`src/pkg/i2c_seq_map.vh`:
```
// constants for the i2c master write and probe sequencer
`ifndef I2C_SEQ_MAP_VH
`define I2C_SEQ_MAP_VH

// ==========================================
// timing
`define CLK_NS 50
`define QTR_NS 100
// last count of a quarter: 100 ns at a 50 ns clock is two cycles
`define QTR_LAST 4'h1
`define QTR_W 4

// ==========================================
// quarter phases of one bit cell
`define PH_SETUP 2'h0
`define PH_LOW 2'h1
`define PH_RISE 2'h2
`define PH_HIGH 2'h3

// ==========================================
// byte shape
`define BIT_FIRST 3'h0
`define BIT_LAST 3'h7
`define BYTE_RST 8'h00

`endif

```
`src/hw/i2c_master_write_probe_seq.v`:
```
// i2c master sequencer: start, address and data shifting, ack, stop, restart
`timescale 1ns/1ps
`default_nettype none
`include "i2c_seq_map.vh"
module i2c_master_write_probe_seq (
  input wire core_clk,
  input wire reset_n,
  input wire block_on,
  input wire tx_irq_en,
  input wire start_set,
  input wire stop_set,
  input wire flush,
  input wire data_wr,
  input wire [7:0] data_in,
  output wire start_pending,
  output wire stop_pending,
  output wire tx_empty_flag,
  output wire nack_flag,
  output wire ack_status,
  output wire tx_irq,
  output wire nack_irq,
  output wire busy,
  input wire scl_in,
  output wire scl_out,
  output wire scl_oe,
  input wire sda_in,
  output wire sda_out,
  output wire sda_oe
);
  localparam [7:0] S_IDLE = 8'h01;
  localparam [7:0] S_START = 8'h02;
  localparam [7:0] S_BIT = 8'h04;
  localparam [7:0] S_WAIT = 8'h08;
  localparam [7:0] S_ACK = 8'h10;
  localparam [7:0] S_HOLD = 8'h20;
  localparam [7:0] S_STOP = 8'h40;

  // ==========================================
  // pin synchronisers
  reg [1:0] pin_m_q;
  reg [1:0] pin_s_q;
  wire scl_s;
  wire sda_s;

  always @(posedge core_clk or negedge reset_n) begin
    if (!reset_n) begin
      pin_m_q <= 2'h3;
      pin_s_q <= 2'h3;
    end else begin
      pin_m_q <= {scl_in, sda_in};
      pin_s_q <= pin_m_q;
    end
  end
  assign scl_s = pin_s_q[1];
  assign sda_s = pin_s_q[0];

  // ==========================================
  // state
  reg [7:0] state_q;
  reg [7:0] state_d;
  reg [1:0] phase_q;
  reg [1:0] phase_d;
  reg [2:0] bitn_q;
  reg [2:0] bitn_d;
  reg [7:0] shift_q;
  reg [7:0] shift_d;
  reg [7:0] data_q;
  reg data_full_q;
  reg hide_q;
  reg start_q;
  reg stop_q;
  reg nack_q;
  reg ack_q;
  reg scl_low_q;
  reg sda_low_q;
  reg scl_low_d;
  reg sda_low_d;
  reg load;
  reg unhide;
  reg start_clr;
  reg stop_clr;
  reg nack_set;
  reg nack_clr;
  reg ack_upd;
  wire tick;
  wire more;

  // a released clock line that still reads low is a slave stretching it
  bit_timer u_timer (
    .core_clk(core_clk),
    .reset_n(reset_n),
    .run(state_q != S_IDLE),
    .stall(~scl_low_q & ~scl_s),
    .tick(tick)
  );

  // next byte known, or the transfer ends here
  assign more = data_full_q | start_q | stop_q;

  // ==========================================
  // sequencing
  always @* begin
    state_d = state_q;
    phase_d = phase_q;
    bitn_d = bitn_q;
    shift_d = shift_q;
    load = 1'h0;
    unhide = 1'h0;
    start_clr = 1'h0;
    stop_clr = 1'h0;
    nack_set = 1'h0;
    nack_clr = 1'h0;
    ack_upd = 1'h0;
    case (state_q)
      S_IDLE: begin
        phase_d = `PH_SETUP;
        if (start_q && data_full_q) begin
          state_d = S_START;
        end
      end
      S_START: begin
        if (tick) begin
          if (phase_q == `PH_HIGH) begin
            state_d = S_BIT;
            phase_d = `PH_SETUP;
            bitn_d = `BIT_FIRST;
            shift_d = data_q;
            load = 1'h1;
            start_clr = 1'h1;
            nack_clr = 1'h1;
          end else begin
            phase_d = phase_q + 1'h1;
          end
        end
      end
      S_BIT: begin
        if (tick) begin
          if (phase_q == `PH_HIGH) begin
            phase_d = `PH_SETUP;
            shift_d = {shift_q[6:0], 1'h0};
            unhide = (bitn_q == `BIT_FIRST);
            if (bitn_q == `BIT_LAST) begin
              state_d = more ? S_ACK : S_WAIT;
            end else begin
              bitn_d = bitn_q + 1'h1;
            end
          end else begin
            phase_d = phase_q + 1'h1;
          end
        end
      end
      S_WAIT: begin
        phase_d = `PH_SETUP;
        if (more) begin
          state_d = S_ACK;
        end
      end
      S_ACK: begin
        if (tick) begin
          if (phase_q == `PH_RISE) begin
            ack_upd = 1'h1;
          end
          if (phase_q == `PH_HIGH) begin
            phase_d = `PH_SETUP;
            if (stop_q) begin
              state_d = S_STOP;
            end else if (start_q) begin
              state_d = S_HOLD;
            end else if (ack_q) begin
              state_d = S_BIT;
              bitn_d = `BIT_FIRST;
              shift_d = data_q;
              load = 1'h1;
            end else begin
              state_d = S_HOLD;
              nack_set = 1'h1;
            end
          end else begin
            phase_d = phase_q + 1'h1;
          end
        end
      end
      S_HOLD: begin
        phase_d = `PH_SETUP;
        if (stop_q) begin
          state_d = S_STOP;
        end else if (start_q) begin
          state_d = S_START;
        end
      end
      S_STOP: begin
        if (tick) begin
          if (phase_q == `PH_HIGH) begin
            state_d = S_IDLE;
            stop_clr = 1'h1;
            nack_clr = 1'h1;
          end else begin
            phase_d = phase_q + 1'h1;
          end
        end
      end
      default: begin
        state_d = S_IDLE;
        phase_d = `PH_SETUP;
      end
    endcase
    if (!block_on) begin
      state_d = S_IDLE;
      phase_d = `PH_SETUP;
    end
  end

  // ==========================================
  // line drive, open-drain pulls only
  // outside start and stop, data only moves in the low quarter, after the clock was already pulled low in the setup quarter
  always @* begin
    scl_low_d = 1'h0;
    sda_low_d = 1'h0;
    case (state_q)
      S_IDLE: begin
        scl_low_d = 1'h0;
        sda_low_d = 1'h0;
      end
      S_START: begin
        scl_low_d = (phase_q == `PH_RISE || phase_q == `PH_HIGH) ? 1'h0 : scl_low_q;
        sda_low_d = (phase_q == `PH_SETUP) ? sda_low_q : (phase_q == `PH_HIGH);
      end
      S_BIT: begin
        scl_low_d = (phase_q == `PH_SETUP || phase_q == `PH_LOW);
        sda_low_d = (phase_q == `PH_SETUP) ? sda_low_q : ~shift_q[7];
      end
      S_WAIT, S_HOLD: begin
        scl_low_d = 1'h1;
        sda_low_d = sda_low_q;
      end
      S_ACK: begin
        scl_low_d = (phase_q == `PH_SETUP || phase_q == `PH_LOW);
        sda_low_d = (phase_q == `PH_SETUP) ? sda_low_q : 1'h0;
      end
      S_STOP: begin
        scl_low_d = (phase_q == `PH_SETUP || phase_q == `PH_LOW);
        sda_low_d = (phase_q == `PH_SETUP) ? sda_low_q : (phase_q != `PH_HIGH);
      end
      default: begin
        scl_low_d = 1'h0;
        sda_low_d = 1'h0;
      end
    endcase
  end

  // ==========================================
  // registers
  always @(posedge core_clk or negedge reset_n) begin
    if (!reset_n) begin
      state_q <= S_IDLE;
      phase_q <= `PH_SETUP;
      bitn_q <= `BIT_FIRST;
      shift_q <= `BYTE_RST;
      data_q <= `BYTE_RST;
      data_full_q <= 1'h0;
      hide_q <= 1'h0;
      start_q <= 1'h0;
      stop_q <= 1'h0;
      nack_q <= 1'h0;
      ack_q <= 1'h0;
      scl_low_q <= 1'h0;
      sda_low_q <= 1'h0;
    end else begin
      state_q <= state_d;
      phase_q <= phase_d;
      bitn_q <= bitn_d;
      shift_q <= shift_d;
      scl_low_q <= scl_low_d;
      sda_low_q <= sda_low_d;
      if (data_wr) begin
        data_q <= data_in;
      end
      // a write in the same cycle as a load or flush still counts
      data_full_q <= data_wr | (data_full_q & ~load & ~flush);
      hide_q <= load | (hide_q & ~unhide);
      start_q <= start_set | (start_q & ~start_clr);
      stop_q <= stop_set | (stop_q & ~stop_clr);
      nack_q <= nack_set | (nack_q & ~nack_clr);
      if (ack_upd) begin
        ack_q <= ~sda_s;
      end
    end
  end

  // ==========================================
  // status and interrupts
  // empty while no byte is buffered and enabled; hidden during the first bit of a byte
  assign tx_empty_flag = block_on & ~data_full_q & ~hide_q;
  assign tx_irq = tx_irq_en & tx_empty_flag;
  assign nack_irq = block_on & nack_q;
  assign nack_flag = nack_q;
  assign ack_status = ack_q;
  assign start_pending = start_q;
  assign stop_pending = stop_q;
  assign busy = (state_q != S_IDLE);
  assign scl_out = 1'h0;
  assign sda_out = 1'h0;
  assign scl_oe = scl_low_q;
  assign sda_oe = sda_low_q;
endmodule
`default_nettype wire

```
`src/hw/bit_timer.v`:
```
// quarter-bit tick generator with clock stretch hold
`timescale 1ns/1ps
`default_nettype none
`include "i2c_seq_map.vh"
module bit_timer (
  input wire core_clk,
  input wire reset_n,
  input wire run,
  input wire stall,
  output wire tick
);
  localparam [`QTR_W-1:0] LAST = `QTR_LAST;
  reg [`QTR_W-1:0] cnt_q;

  assign tick = run & ~stall & (cnt_q == LAST);

  always @(posedge core_clk or negedge reset_n) begin
    if (!reset_n) begin
      cnt_q <= {`QTR_W{1'h0}};
    end else if (!run || tick) begin
      cnt_q <= {`QTR_W{1'h0}};
    end else if (!stall) begin
      cnt_q <= cnt_q + 1'h1;
    end
  end
endmodule
`default_nettype wire

```
`config.mk`:
```
export PLATFORM = sky130hd
export DESIGN_NAME = i2c_master_write_probe_seq
export DESIGN_NICKNAME = d
export VERILOG_FILES = /design/src/hw/i2c_master_write_probe_seq.v /design/src/hw/bit_timer.v
export VERILOG_INCLUDE_DIRS = /design/src /design/src/pkg
export SDC_FILE = /design/constraint.sdc
export NUM_CORES = 1
export LEC_CHECK = 0
export ABC_AREA = 1
export BUFFER_PORTS_ARGS = -buffer_cell sky130_fd_sc_hd__clkbuf_2
export CAP_MARGIN = 0
export CORE_UTILIZATION = 45
export DETAILED_ROUTE_END_ITERATION = 16
export PLACE_DENSITY = 0.67
export SLEW_MARGIN = 20
export SYNTH_ARGS = -nofsm -noshare
export SYNTH_HDL_FRONTEND = slang
export SYNTH_SLANG_ARGS = --single-unit
export TNS_END_PERCENT = 5
```
`constraint.sdc`:
```
create_clock -name core_clk -period 2.35 [get_ports core_clk]
set_clock_uncertainty 0.1 [all_clocks]
set_input_delay 0.1175 -clock core_clk [delete_from_list [all_inputs] [get_ports core_clk]]
set_output_delay 0.1175 -clock core_clk [all_outputs]
set_load 0.02 [all_outputs]
```
==> flow_summary.toml, run 1 <==
[outcome]
status = "finished clean"

[cts]
clock_latency_on_the_worst_skew_pair_ps = 300
cts.sinks = 44
tritoncts = "built"
cts-resized-gates = 0
cts.repair_timing.setup_buffer_count = 0
clock_tree.buffer_depth = 2
cts_inserted_buffers = 5
holdBufCountCts = 13
clock_tree.root_cell = "clkbuf_8"
ctsHtreeMaxLevel = 2
worst_setup_hold_path_clk_slew_ps = 90

[logic_synthesis]
yosysSeqAreaShare = 0.447
synth_seq_cells = 44
ys.warnings.count = 0
syn_inst = 304
synth.area.top_cells = "dfrtp_1, nand2_1, dfstp_2"
netlist.top_cell.by_area = "dfrtp_1"
synth_area_per_cell_um2 = 8.16
post_synth_instance_area_mm2 = 0.00248
distinct_cell_type_count_of_the_synthesized_netlist = 32
synth_largest_type_area_fraction = 0.394

[floorplan]
design.portCount = 30
die_h_um = 76.2
design.die.area_mm2 = 0.00581
effective_utilization_at_floorplan = 0.476
rows = 26
die_width_um = 76.2
placeableCoreArea_mm2 = 0.00520

[worst_setup_path]
worst-setup-path-type = "flip-flop to flip-flop"
critPathCaptureType = "flip-flop"
start_kind = "flip-flop"
cp.required_ps = 2440
cp_data_arrival_time_ps = 1940
worstPathMaxFanout = 16

[grt]
wire_length_of_the_first_global_routing_pass_mm = 9.11
largest_net_degree_at_the_start_of_global_routing = 45
first_global_vias = 1931
antenna_found_initial = 0
globalRouteTotalUtil = 0.197
grt_overflow = 0

[final_layout]
drive_above_1_share = 0.233
postLayoutCoreUtil = 0.556
n_antenna_cell = 0
final.fill_count = 494
nets = 374
synthToLayoutAreaGrowth_pct = 16.6

[power]
leakagePower_uw = 0.00147
power.density_cell_area_mw_per_mm2 = 704
max-vdd-ir-drop_mv = 0.440
power.total_uw = 2040

[sta]
grt_setup_unrepaired = "false"
timing_worst_slew_pin_value_ps = 547
worst_hold_slack_ps = 39.8
slew-limit-headroom = 0.635
timing.final.setup_violations = 0
number_of_slew_limit_violations_in_the_final_report = 0
fin_setup_tns_ps = 0
report.final.hold_viol_count = 0
max_freq_mhz = 541
post-route-min-period_ps = 1850
fin_crit_sh = 0.786

[drt]
antenna_left = 0
drtIter0Drc = 99
vias = 2031
drc = 0
detail_route.wirelength_mm = 5.04
routed_via_density = 4.86
first_pass_iters = 4
avgRoutedWirePerCell_um = 12.1

[placement]
portBuffers = 27
gp_congestion = 0.874
dp.final_hpwl_mm = 3.71

[hold_path]
worst_hold_path_type = "primary input to flip-flop"

[flow_run]
drv.max_cap_violation_count = 0
## worst paths after layout
check,startpoint,end,slack (ps),cells past startpoint
worst max-delay path,u_timer.cnt_q[1]$_DFFE_PN0P_,shift_q[5]$_DFFE_PN0P_,500,9
min in group asynchronous,reset_n,u_timer.cnt_q[3]$_DFFE_PN0P_,330,3
worst min-delay path,flush,data_full_q$_DFF_PN0_,40,3
max in group asynchronous,reset_n,pin_m_q[0]$_DFF_PN1_,1440,3
worst max register to register,u_timer.cnt_q[1]$_DFFE_PN0P_,shift_q[5]$_DFFE_PN0P_,500,9
worst min register to register,pin_m_q[0]$_DFF_PN1_,pin_s_q[0]$_DFF_PN1_,250,0
## worst max-delay path, cell delays in order, from the launching register on
cell     delay [ps]
dfrtp_1         400
inv_1            80
ha_1            130
nand3_1          90
nor2_1          240
nand2_2         150
a21oi_4         210
nand2_4         170
nand2_1         120
o21ai_2          50
## power by group
part / internal (uW) / switching, uW / total [uW]
logic: 216 / 460 / 676
registers: 835 / 62.6 / 898
clock network: 208 / 254 / 462
total: 1260 / 776 / 2040
## layout make-up
type	count	area, um2	area share
multi-input combinational	217	1190	0.412
sequential	44	1110	0.383
timing repair buffer	42	280	0.0969
inverter	37	139	0.0480
tap	70	87.6	0.0303
clock buffer	6	72.6	0.0251
clock inverter	2	12.5	0.00433
## through the flow
step	instance area [um2]	setup slack [ps]	std cells
detailed placement	2680	494	397
global route	2890	265	418
global placement	2680	499	397
floorplan	2480	627	305
finish	2890	502	418
CTS	2890	486	418
## layout by cell type, fill, tap and decap left out, types with 2 or more instances in the layout
cell type and instances:
inv_1 33, xor2_1 2, nand3_1 25, o21ai_0 21, o22ai_1 3, ha_1 9, nand2_2 10, nand2_4 5
a21o_1 3, a21oi_1 3, buf_4 2, clkbuf_8 5, conb_1 2, o21ai_1 6, nor2_1 25, dfstp_2 5
dlygate4sd3_1 13, clkbuf_2 27, nor2_2 6, o21ai_2 8, dfrtp_1 39, nor2_4 2, nor3_1 2, nand3_2 3
nand4_1 4, nand2_1 72, inv_2 4
## Yosys cell counts
library cell and count:
nand3b_1 1, o41ai_1 1, o21ai_1 6, nand2_4 5, o21ai_2 8, nand4_1 4
xor2_1 2, o22ai_1 3, nor2_2 6, clkbuf_1 3, a21o_1 3, inv_1 33
nor3_1 2, conb_1 1, a21oi_1 3, nor3b_1 1, nand2_1 72, o21ai_0 21
nand2_2 10, dfrtp_1 39, nor2_1 25, o221ai_1 1, dfstp_2 5, nand3_2 3
nand3_1 25, ha_1 9, mux2_2 1, buf_4 3, inv_2 4, buf_6 1
a21oi_4 1, nor2_4 2
## kinds of logic (layout without fill, tap and decap cells)
group / after synthesis / in the layout / synth area share
simple gates: 156 / 156 / 0.302
compound gates: 47 / 47 / 0.119
flops: 44 / 44 / 0.447
buf+inv: 44 / 87 / 0.0742
fa+ha+maj: 9 / 9 / 0.0454
xor+xnor: 2 / 2 / 0.00706
other cells: 1 / 2 / 0.00151
mux: 1 / 1 / 0.00454
## routing by layer
| layer | track usage | vias up | share of wire |
|---|---|---|---|
| met3 | 0.0359 | 7 | 0.043 |
| met2 | 0.306 | 48 | 0.44 |
| li1 | - | 1055 | - |
| met4 | 0.0692 | 0 | 0.019 |
| met5 | 0 | - | 0 |
| met1 | 0.277 | 921 | 0.50 |
## flip-flops by register name, indices dropped and copies added (netlist names)
signal         cells
nack_flag          1
stop_pending       1
pin_m_q            2
sda_oe             1
scl_oe             1
data_full_q        1
pin_s_q            2
bitn_q             3
state_q            7
hide_q             1
start_pending      1
u_timer.cnt_q      4
shift_q            8
data_q             8
ack_status         1
phase_q            2
(Power assumes the default switching activity.)
==> run 2: changes to the inputs <==
--- a/config.mk
+++ b/config.mk
@@ -11,7 +11,7 @@
 export CAP_MARGIN = 0
 export CORE_UTILIZATION = 45
 export DETAILED_ROUTE_END_ITERATION = 16
-export PLACE_DENSITY = 0.67
+export PLACE_DENSITY = 0.7
 export SLEW_MARGIN = 20
 export SYNTH_ARGS = -nofsm -noshare
 export SYNTH_HDL_FRONTEND = slang
==> constraint.sdc (replaced) <==
create_clock -name core_clk -period 1.66 [get_ports core_clk]
set_clock_uncertainty 0.1 [all_clocks]
set_input_delay 0.083 -clock core_clk [delete_from_list [all_inputs] [get_ports core_clk]]
set_output_delay 0.083 -clock core_clk [all_outputs]
set_load 0.02 [all_outputs]
==> flow_summary.toml, run 2 (synthesis results as in run 1) <==
[power]
power.density_cell_area_mw_per_mm2 = 1000
max-vdd-ir-drop_mv = 0.697
leakagePower_uw = 0.00171
power.total_uw = 3340

[drt]
drtIter0Drc = 98
drc = 0
first_pass_iters = 5
routed_via_density = 4.96
antenna_left = 0
vias = 2247
detail_route.wirelength_mm = 5.74
avgRoutedWirePerCell_um = 12.7

[final_layout]
biggestRegsByFlops = "data_q: 8 flops, shift_q: 8 flops, state_q: 7 flops"
synthToLayoutAreaGrowth_pct = 34.3
postLayoutCoreUtil = 0.640
layout_commonest_cell = "nand2_1"
final_cell_mix = "nand2_1, dfrtp_1, buf_4"
area_of_combinational_cells_with_multiple_inputs_mm2 = 0.00135
fin_area_mm2 = 0.00333
sequential_cell_area_mm2 = 0.00111
nets = 409
n_antenna_cell = 0
drive_above_1_share = 0.358
final.fill_count = 460

[worst_setup_path]
cp_data_arrival_time_ps = 1800
worst-setup-path-type = "flip-flop to flip-flop"
cp.required_ps = 1750
start_kind = "flip-flop"
ff2ff_setup_slack_ps = -40
critPathCaptureType = "flip-flop"
worstPathMaxFanout = 6

[cts]
cts.sinks = 44
cts_inserted_buffers = 5
tritoncts = "built"
clock_tree.buffer_depth = 2
clock_latency_on_the_worst_skew_pair_ps = 300
clock_tree.root_cell = "clkbuf_8"
worst_setup_hold_path_clk_slew_ps = 80
ctsHtreeMaxLevel = 2

[sta]
post-route-min-period_ps = 1700
max_freq_mhz = 587
slew-limit-headroom = 0.639
fin_crit_sh = 1.03
timing_worst_slew_pin_value_ps = 541
worst_hold_slack_ps = 6.00
grt_setup_unrepaired = "true"
report.final.hold_viol_count = 0
post-route-worst-setup-slack_ps = -44.5
timing.final.setup_violations = 11
fin_setup_tns_ps = -220
number_of_slew_limit_violations_in_the_final_report = 0

[hold_path]
worst_hold_path_type = "primary input to flip-flop"

[floorplan]
rows = 26
effective_utilization_at_floorplan = 0.476
die_h_um = 76.2
die_width_um = 76.2
design.portCount = 30
design.die.area_mm2 = 0.00581
placeableCoreArea_mm2 = 0.00520

[outcome]
status = "complete, but fails checks"
violations = "negative setup slack"

[grt]
antenna_found_initial = 0
wire_length_of_the_first_global_routing_pass_mm = 9.72
first_global_vias = 2153
largest_net_degree_at_the_start_of_global_routing = 45
globalRouteTotalUtil = 0.211
grt_overflow = 0

[placement]
gp_congestion = 0.926
placement.cell_area_mm2 = 0.00289
portBuffers = 27
dp.final_hpwl_mm = 4.08

[flow_run]
drv.max_cap_violation_count = 0
-- run 2: cell count changes in the layout (fill, tap and decap cells not counted), sizes merged --
cell	delta
clkinvlp	-1
clkinv	+2
buf	+34
nand2	+2
clkbuf	-2
-- run 2: metal layers --
| metal | track usage | vias to the layer above | wire [um] |
|---|---|---|---|
| li1 | - | 1133 | - |
| met1 | 0.280 | 1035 | 2620 |
| met2 | 0.337 | 63 | 2730 |
| met3 | 0.0383 | 16 | 231 |
| met4 | 0.0962 | 0 | 163 |
| met5 | 0 | - | 0 |
-- run 2: worst max-delay path, cell delays in order (launching register included) --
cell and delay, ps:
dfstp_2 560, nor2_1 60, nand2_2 110, inv_2 70, nand2_4 100, nand2_4 80, a21oi_4 140, buf_12 140
nand3_4 110, nand2_1 80, o21ai_1 60
-- run 2: layout make-up --
cell class,instances,share of cell area
Inverter,37,0.0417
Tap cell,70,0.0263
Timing Repair Buffer,75,0.168
Clock inverter,3,0.00564
Sequential cell,44,0.333
Multi-Input combinational cell,219,0.405
Clock buffer,5,0.0207
-- run 2: what timing repair did --
action / in CTS / in global routing
pin swaps: 13 / 8
hold endpoints to repair: 51 / 0
cloned: 1 / 1
setup endpoints to repair: 21 / 30
hold buffers: 13 / 0
gates resized for setup: 14 / 22
setup buffers: 6 / 0
-- run 2: where the power goes --
group          total (uW)  internal (uW)  switching (uW)
logic                1420            602             813
registers            1260           1180            76.2
clock network         665            293             371
total                3340           2080            1260
-- run 2: stage by stage --
| step | setup WS [ps] | cells |
|---|---|---|
| after detailed placement | -67.9 | 424 |
| after CTS | -38.9 | 452 |
| after global routing | -129 | 453 |
| final | -44.5 | 453 |
| after global placement | -61.1 | 424 |
| after floorplan | 3.07 | 305 |
-- run 2: path summary, 6_finish.rpt --
check,startpoint,to,cells past startpoint
worst max-delay path,state_q[0]$_DFFE_PN1P_,bitn_q[1]$_DFFE_PN0P_,10
worst min-delay path,flush,data_full_q$_DFF_PN0_,3
worst max register to register,state_q[0]$_DFFE_PN1P_,bitn_q[1]$_DFFE_PN0P_,10
worst min register to register,pin_m_q[0]$_DFF_PN1_,pin_s_q[0]$_DFF_PN1_,0
max in group asynchronous,reset_n,state_q[2]$_DFFE_PN0P_,3
min in group asynchronous,reset_n,u_timer.cnt_q[0]$_DFFE_PN0P_,3
==> run 3: changes to the inputs <==
--- a/config.mk
+++ b/config.mk
@@ -11,7 +11,9 @@
 export CAP_MARGIN = 0
 export CORE_UTILIZATION = 45
 export DETAILED_ROUTE_END_ITERATION = 16
+export HOLD_SLACK_MARGIN = 0.02
 export PLACE_DENSITY = 0.7
+export SETUP_SLACK_MARGIN = 0.3
 export SLEW_MARGIN = 20
 export SYNTH_ARGS = -nofsm -noshare
 export SYNTH_HDL_FRONTEND = slang
==> flow_summary.toml, run 3 (synthesis results as in run 1) <==
[power]
power.total_uw = 3380
max-vdd-ir-drop_mv = 0.675
leakagePower_uw = 0.00170
power.density_cell_area_mw_per_mm2 = 1000

[final_layout]
drive_above_1_share = 0.390
n_antenna_cell = 0
final_cell_mix = "nand2_1, dfrtp_1, buf_4"
fin_area_mm2 = 0.00338
layout_commonest_cell = "nand2_1"
nets = 411
synthToLayoutAreaGrowth_pct = 36.1
final.fill_count = 433
biggestRegsByFlops = "data_q: 8 flops, shift_q: 8 flops, state_q: 7 flops"

[worst_setup_path]
ff2ff_setup_slack_ps = -70
start_kind = "flip-flop"
critical_path.most_common_cell = "nand2_1"
cp_data_arrival_time_ps = 1820
timing.critical_path.slowest_stage_cell = "dfrtp_1"
reg2reg_from = "state_q[4]$_DFFE_PN0P_"
critPathBufInv = 3
critPathCaptureType = "flip-flop"
worst-setup-path-type = "flip-flop to flip-flop"
cp.required_ps = 1750
r2r.worst_path.cells = 11
worstPathMaxFanout = 9
critPathMaxStageDelay_ps = 430
kind_of_cell_with_the_highest_combined_delay_on_the_critical_path = "simple AND/OR/NAND/NOR gates"
critical_path.cell_chain = "inv_2, nand2_2, nor2_4, buf_4, nand3_1, nand3_2, nor2_2, nand2_4, nand2_1, nand2_1, inv_1"
cp-startpoint = "state_q[4]$_DFFE_PN0P_"
rr_endpoint = "state_q[6]$_DFFE_PN0P_"

[floorplan]
design.portCount = 30
rows = 26
die_width_um = 76.2
design.die.area_mm2 = 0.00581
effective_utilization_at_floorplan = 0.476
placeableCoreArea_mm2 = 0.00520
die_h_um = 76.2

[sta]
post-route-worst-setup-slack_ps = -69.2
slew-limit-headroom = 0.638
max_freq_mhz = 578
timing_worst_slew_pin_value_ps = 542
timing.final.setup_violations = 22
post-route-min-period_ps = 1730
number_of_slew_limit_violations_in_the_final_report = 0
grt_setup_unrepaired = "true"
fin_crit_sh = 1.04
report.final.hold_viol_count = 0

[drt]
drtIter0Drc = 135
vias = 2270
antenna_left = 0
routed_via_density = 4.99
detail_route.wirelength_mm = 6.09
first_pass_iters = 4
drc = 0
avgRoutedWirePerCell_um = 13.4

[hold_path]
hold_path.startpoint = "data_wr"
timing.hold.worst_path_depth = 2
worst_hold_path_type = "primary input to flip-flop"
min_to = "data_full_q$_DFF_PN0_"

[grt]
antenna_found_initial = 0
largest_net_degree_at_the_start_of_global_routing = 45
first_global_vias = 2262
globalRouteTotalUtil = 0.221
grt_overflow = 0
wire_length_of_the_first_global_routing_pass_mm = 10.2

[placement]
dp_slack_ps = -87.3
placement.cell_area_mm2 = 0.00287
portBuffers = 27
gp_congestion = 0.933
dp.final_hpwl_mm = 4.12

[cts]
cts.sinks = 44
clock_latency_on_the_worst_skew_pair_ps = 300
clock_tree.root_cell = "clkbuf_8"
tritoncts = "built"
cts_inserted_buffers = 5
clock_tree.buffer_depth = 2
worst_setup_hold_path_clk_slew_ps = 80
ctsHtreeMaxLevel = 2

[flow_run]
drv.max_cap_violation_count = 0

[outcome]
violations = "negative setup slack"
status = "complete, but fails checks"
## run 3: changes by cell type in the layout (fill, tap and decap cells not counted), sizes merged
cell	before	now
clkbuf	31	33
clkinv	3	1
dlygate4sd3	13	14
buf	36	38
nand2	89	88
## run 3: final cells by class
type / instances / area [um2] / area share
multi-input cells: 218 / 1380 / 0.408
flip-flops and latches: 44 / 1110 / 0.328
repair buffers: 78 / 572 / 0.169
inverters: 37 / 144 / 0.0426
well taps: 70 / 87.6 / 0.0259
clock buffers: 7 / 76.3 / 0.0226
clock inverters: 1 / 8.76 / 0.00259
## run 3: worst register-to-register path, cell delays in order (launching register included)
cell and delay (ps):
dfrtp_1 430, inv_2 80, nand2_2 70, nor2_4 220
buf_4 160, nand3_1 120, nand3_2 110, nor2_2 60
nand2_4 120, nand2_1 60, nand2_1 50, inv_1 40
## run 3: worst max path at each step
| stage | end | cells past startpoint |
|---|---|---|
| 3_3_place_gp | shift_q[4]$_DFFE_PN0P_ | 10 |
| 2_1_floorplan | shift_q[2]$_DFFE_PN0P_ | 10 |
| 4_1_cts | shift_q[2]$_DFFE_PN0P_ | 9 |
| 5_1_grt | shift_q[5]$_DFFE_PN0P_ | 9 |
| 6_report | state_q[6]$_DFFE_PN0P_ | 11 |
| 3_5_place_dp | shift_q[3]$_DFFE_PN0P_ | 9 |
## run 3: layer usage
metal	share of wire	wire [um]	vias to the layer above	global-route usage
li1	-	-	1138	-
met1	0.44	2700	1078	0.283
met2	0.51	3110	46	0.386
met3	0.032	197	8	0.0347
met4	0.012	75	0	0.0596
met5	0	0	-	0
## run 3: metrics by stage
step | std cells | hold WS [ps] | utilization | setup TNS (ps)
floorplan | 305 | -313 | - | 0
global placement | 420 | 70.8 | 0.552 | -232
detailed placement | 420 | 72.1 | 0.552 | -730
CTS | 449 | 81.2 | 0.617 | -780
global route | 455 | 128 | 0.649 | -3280
finish | 455 | 103 | 0.649 | -794
## run 3: where the power goes
group | switching [uW] | internal (uW) | total [uW]
registers | 99.4 | 1180 | 1280
logic | 832 | 609 | 1440
clock network | 352 | 301 | 653
total | 1280 | 2090 | 3380
## run 3: what timing repair did
| item | in CTS | in global routing |
|---|---|---|
| buffers inserted | 6 | 6 |
| setup endpoints to repair | 33 | 34 |
| endpoints found under the hold margin | 52 | 0 |
| cloned | 1 | 0 |
| pin swaps | 9 | 14 |
| hold buffers | 14 | 0 |
| gates resized for setup | 19 | 34 |
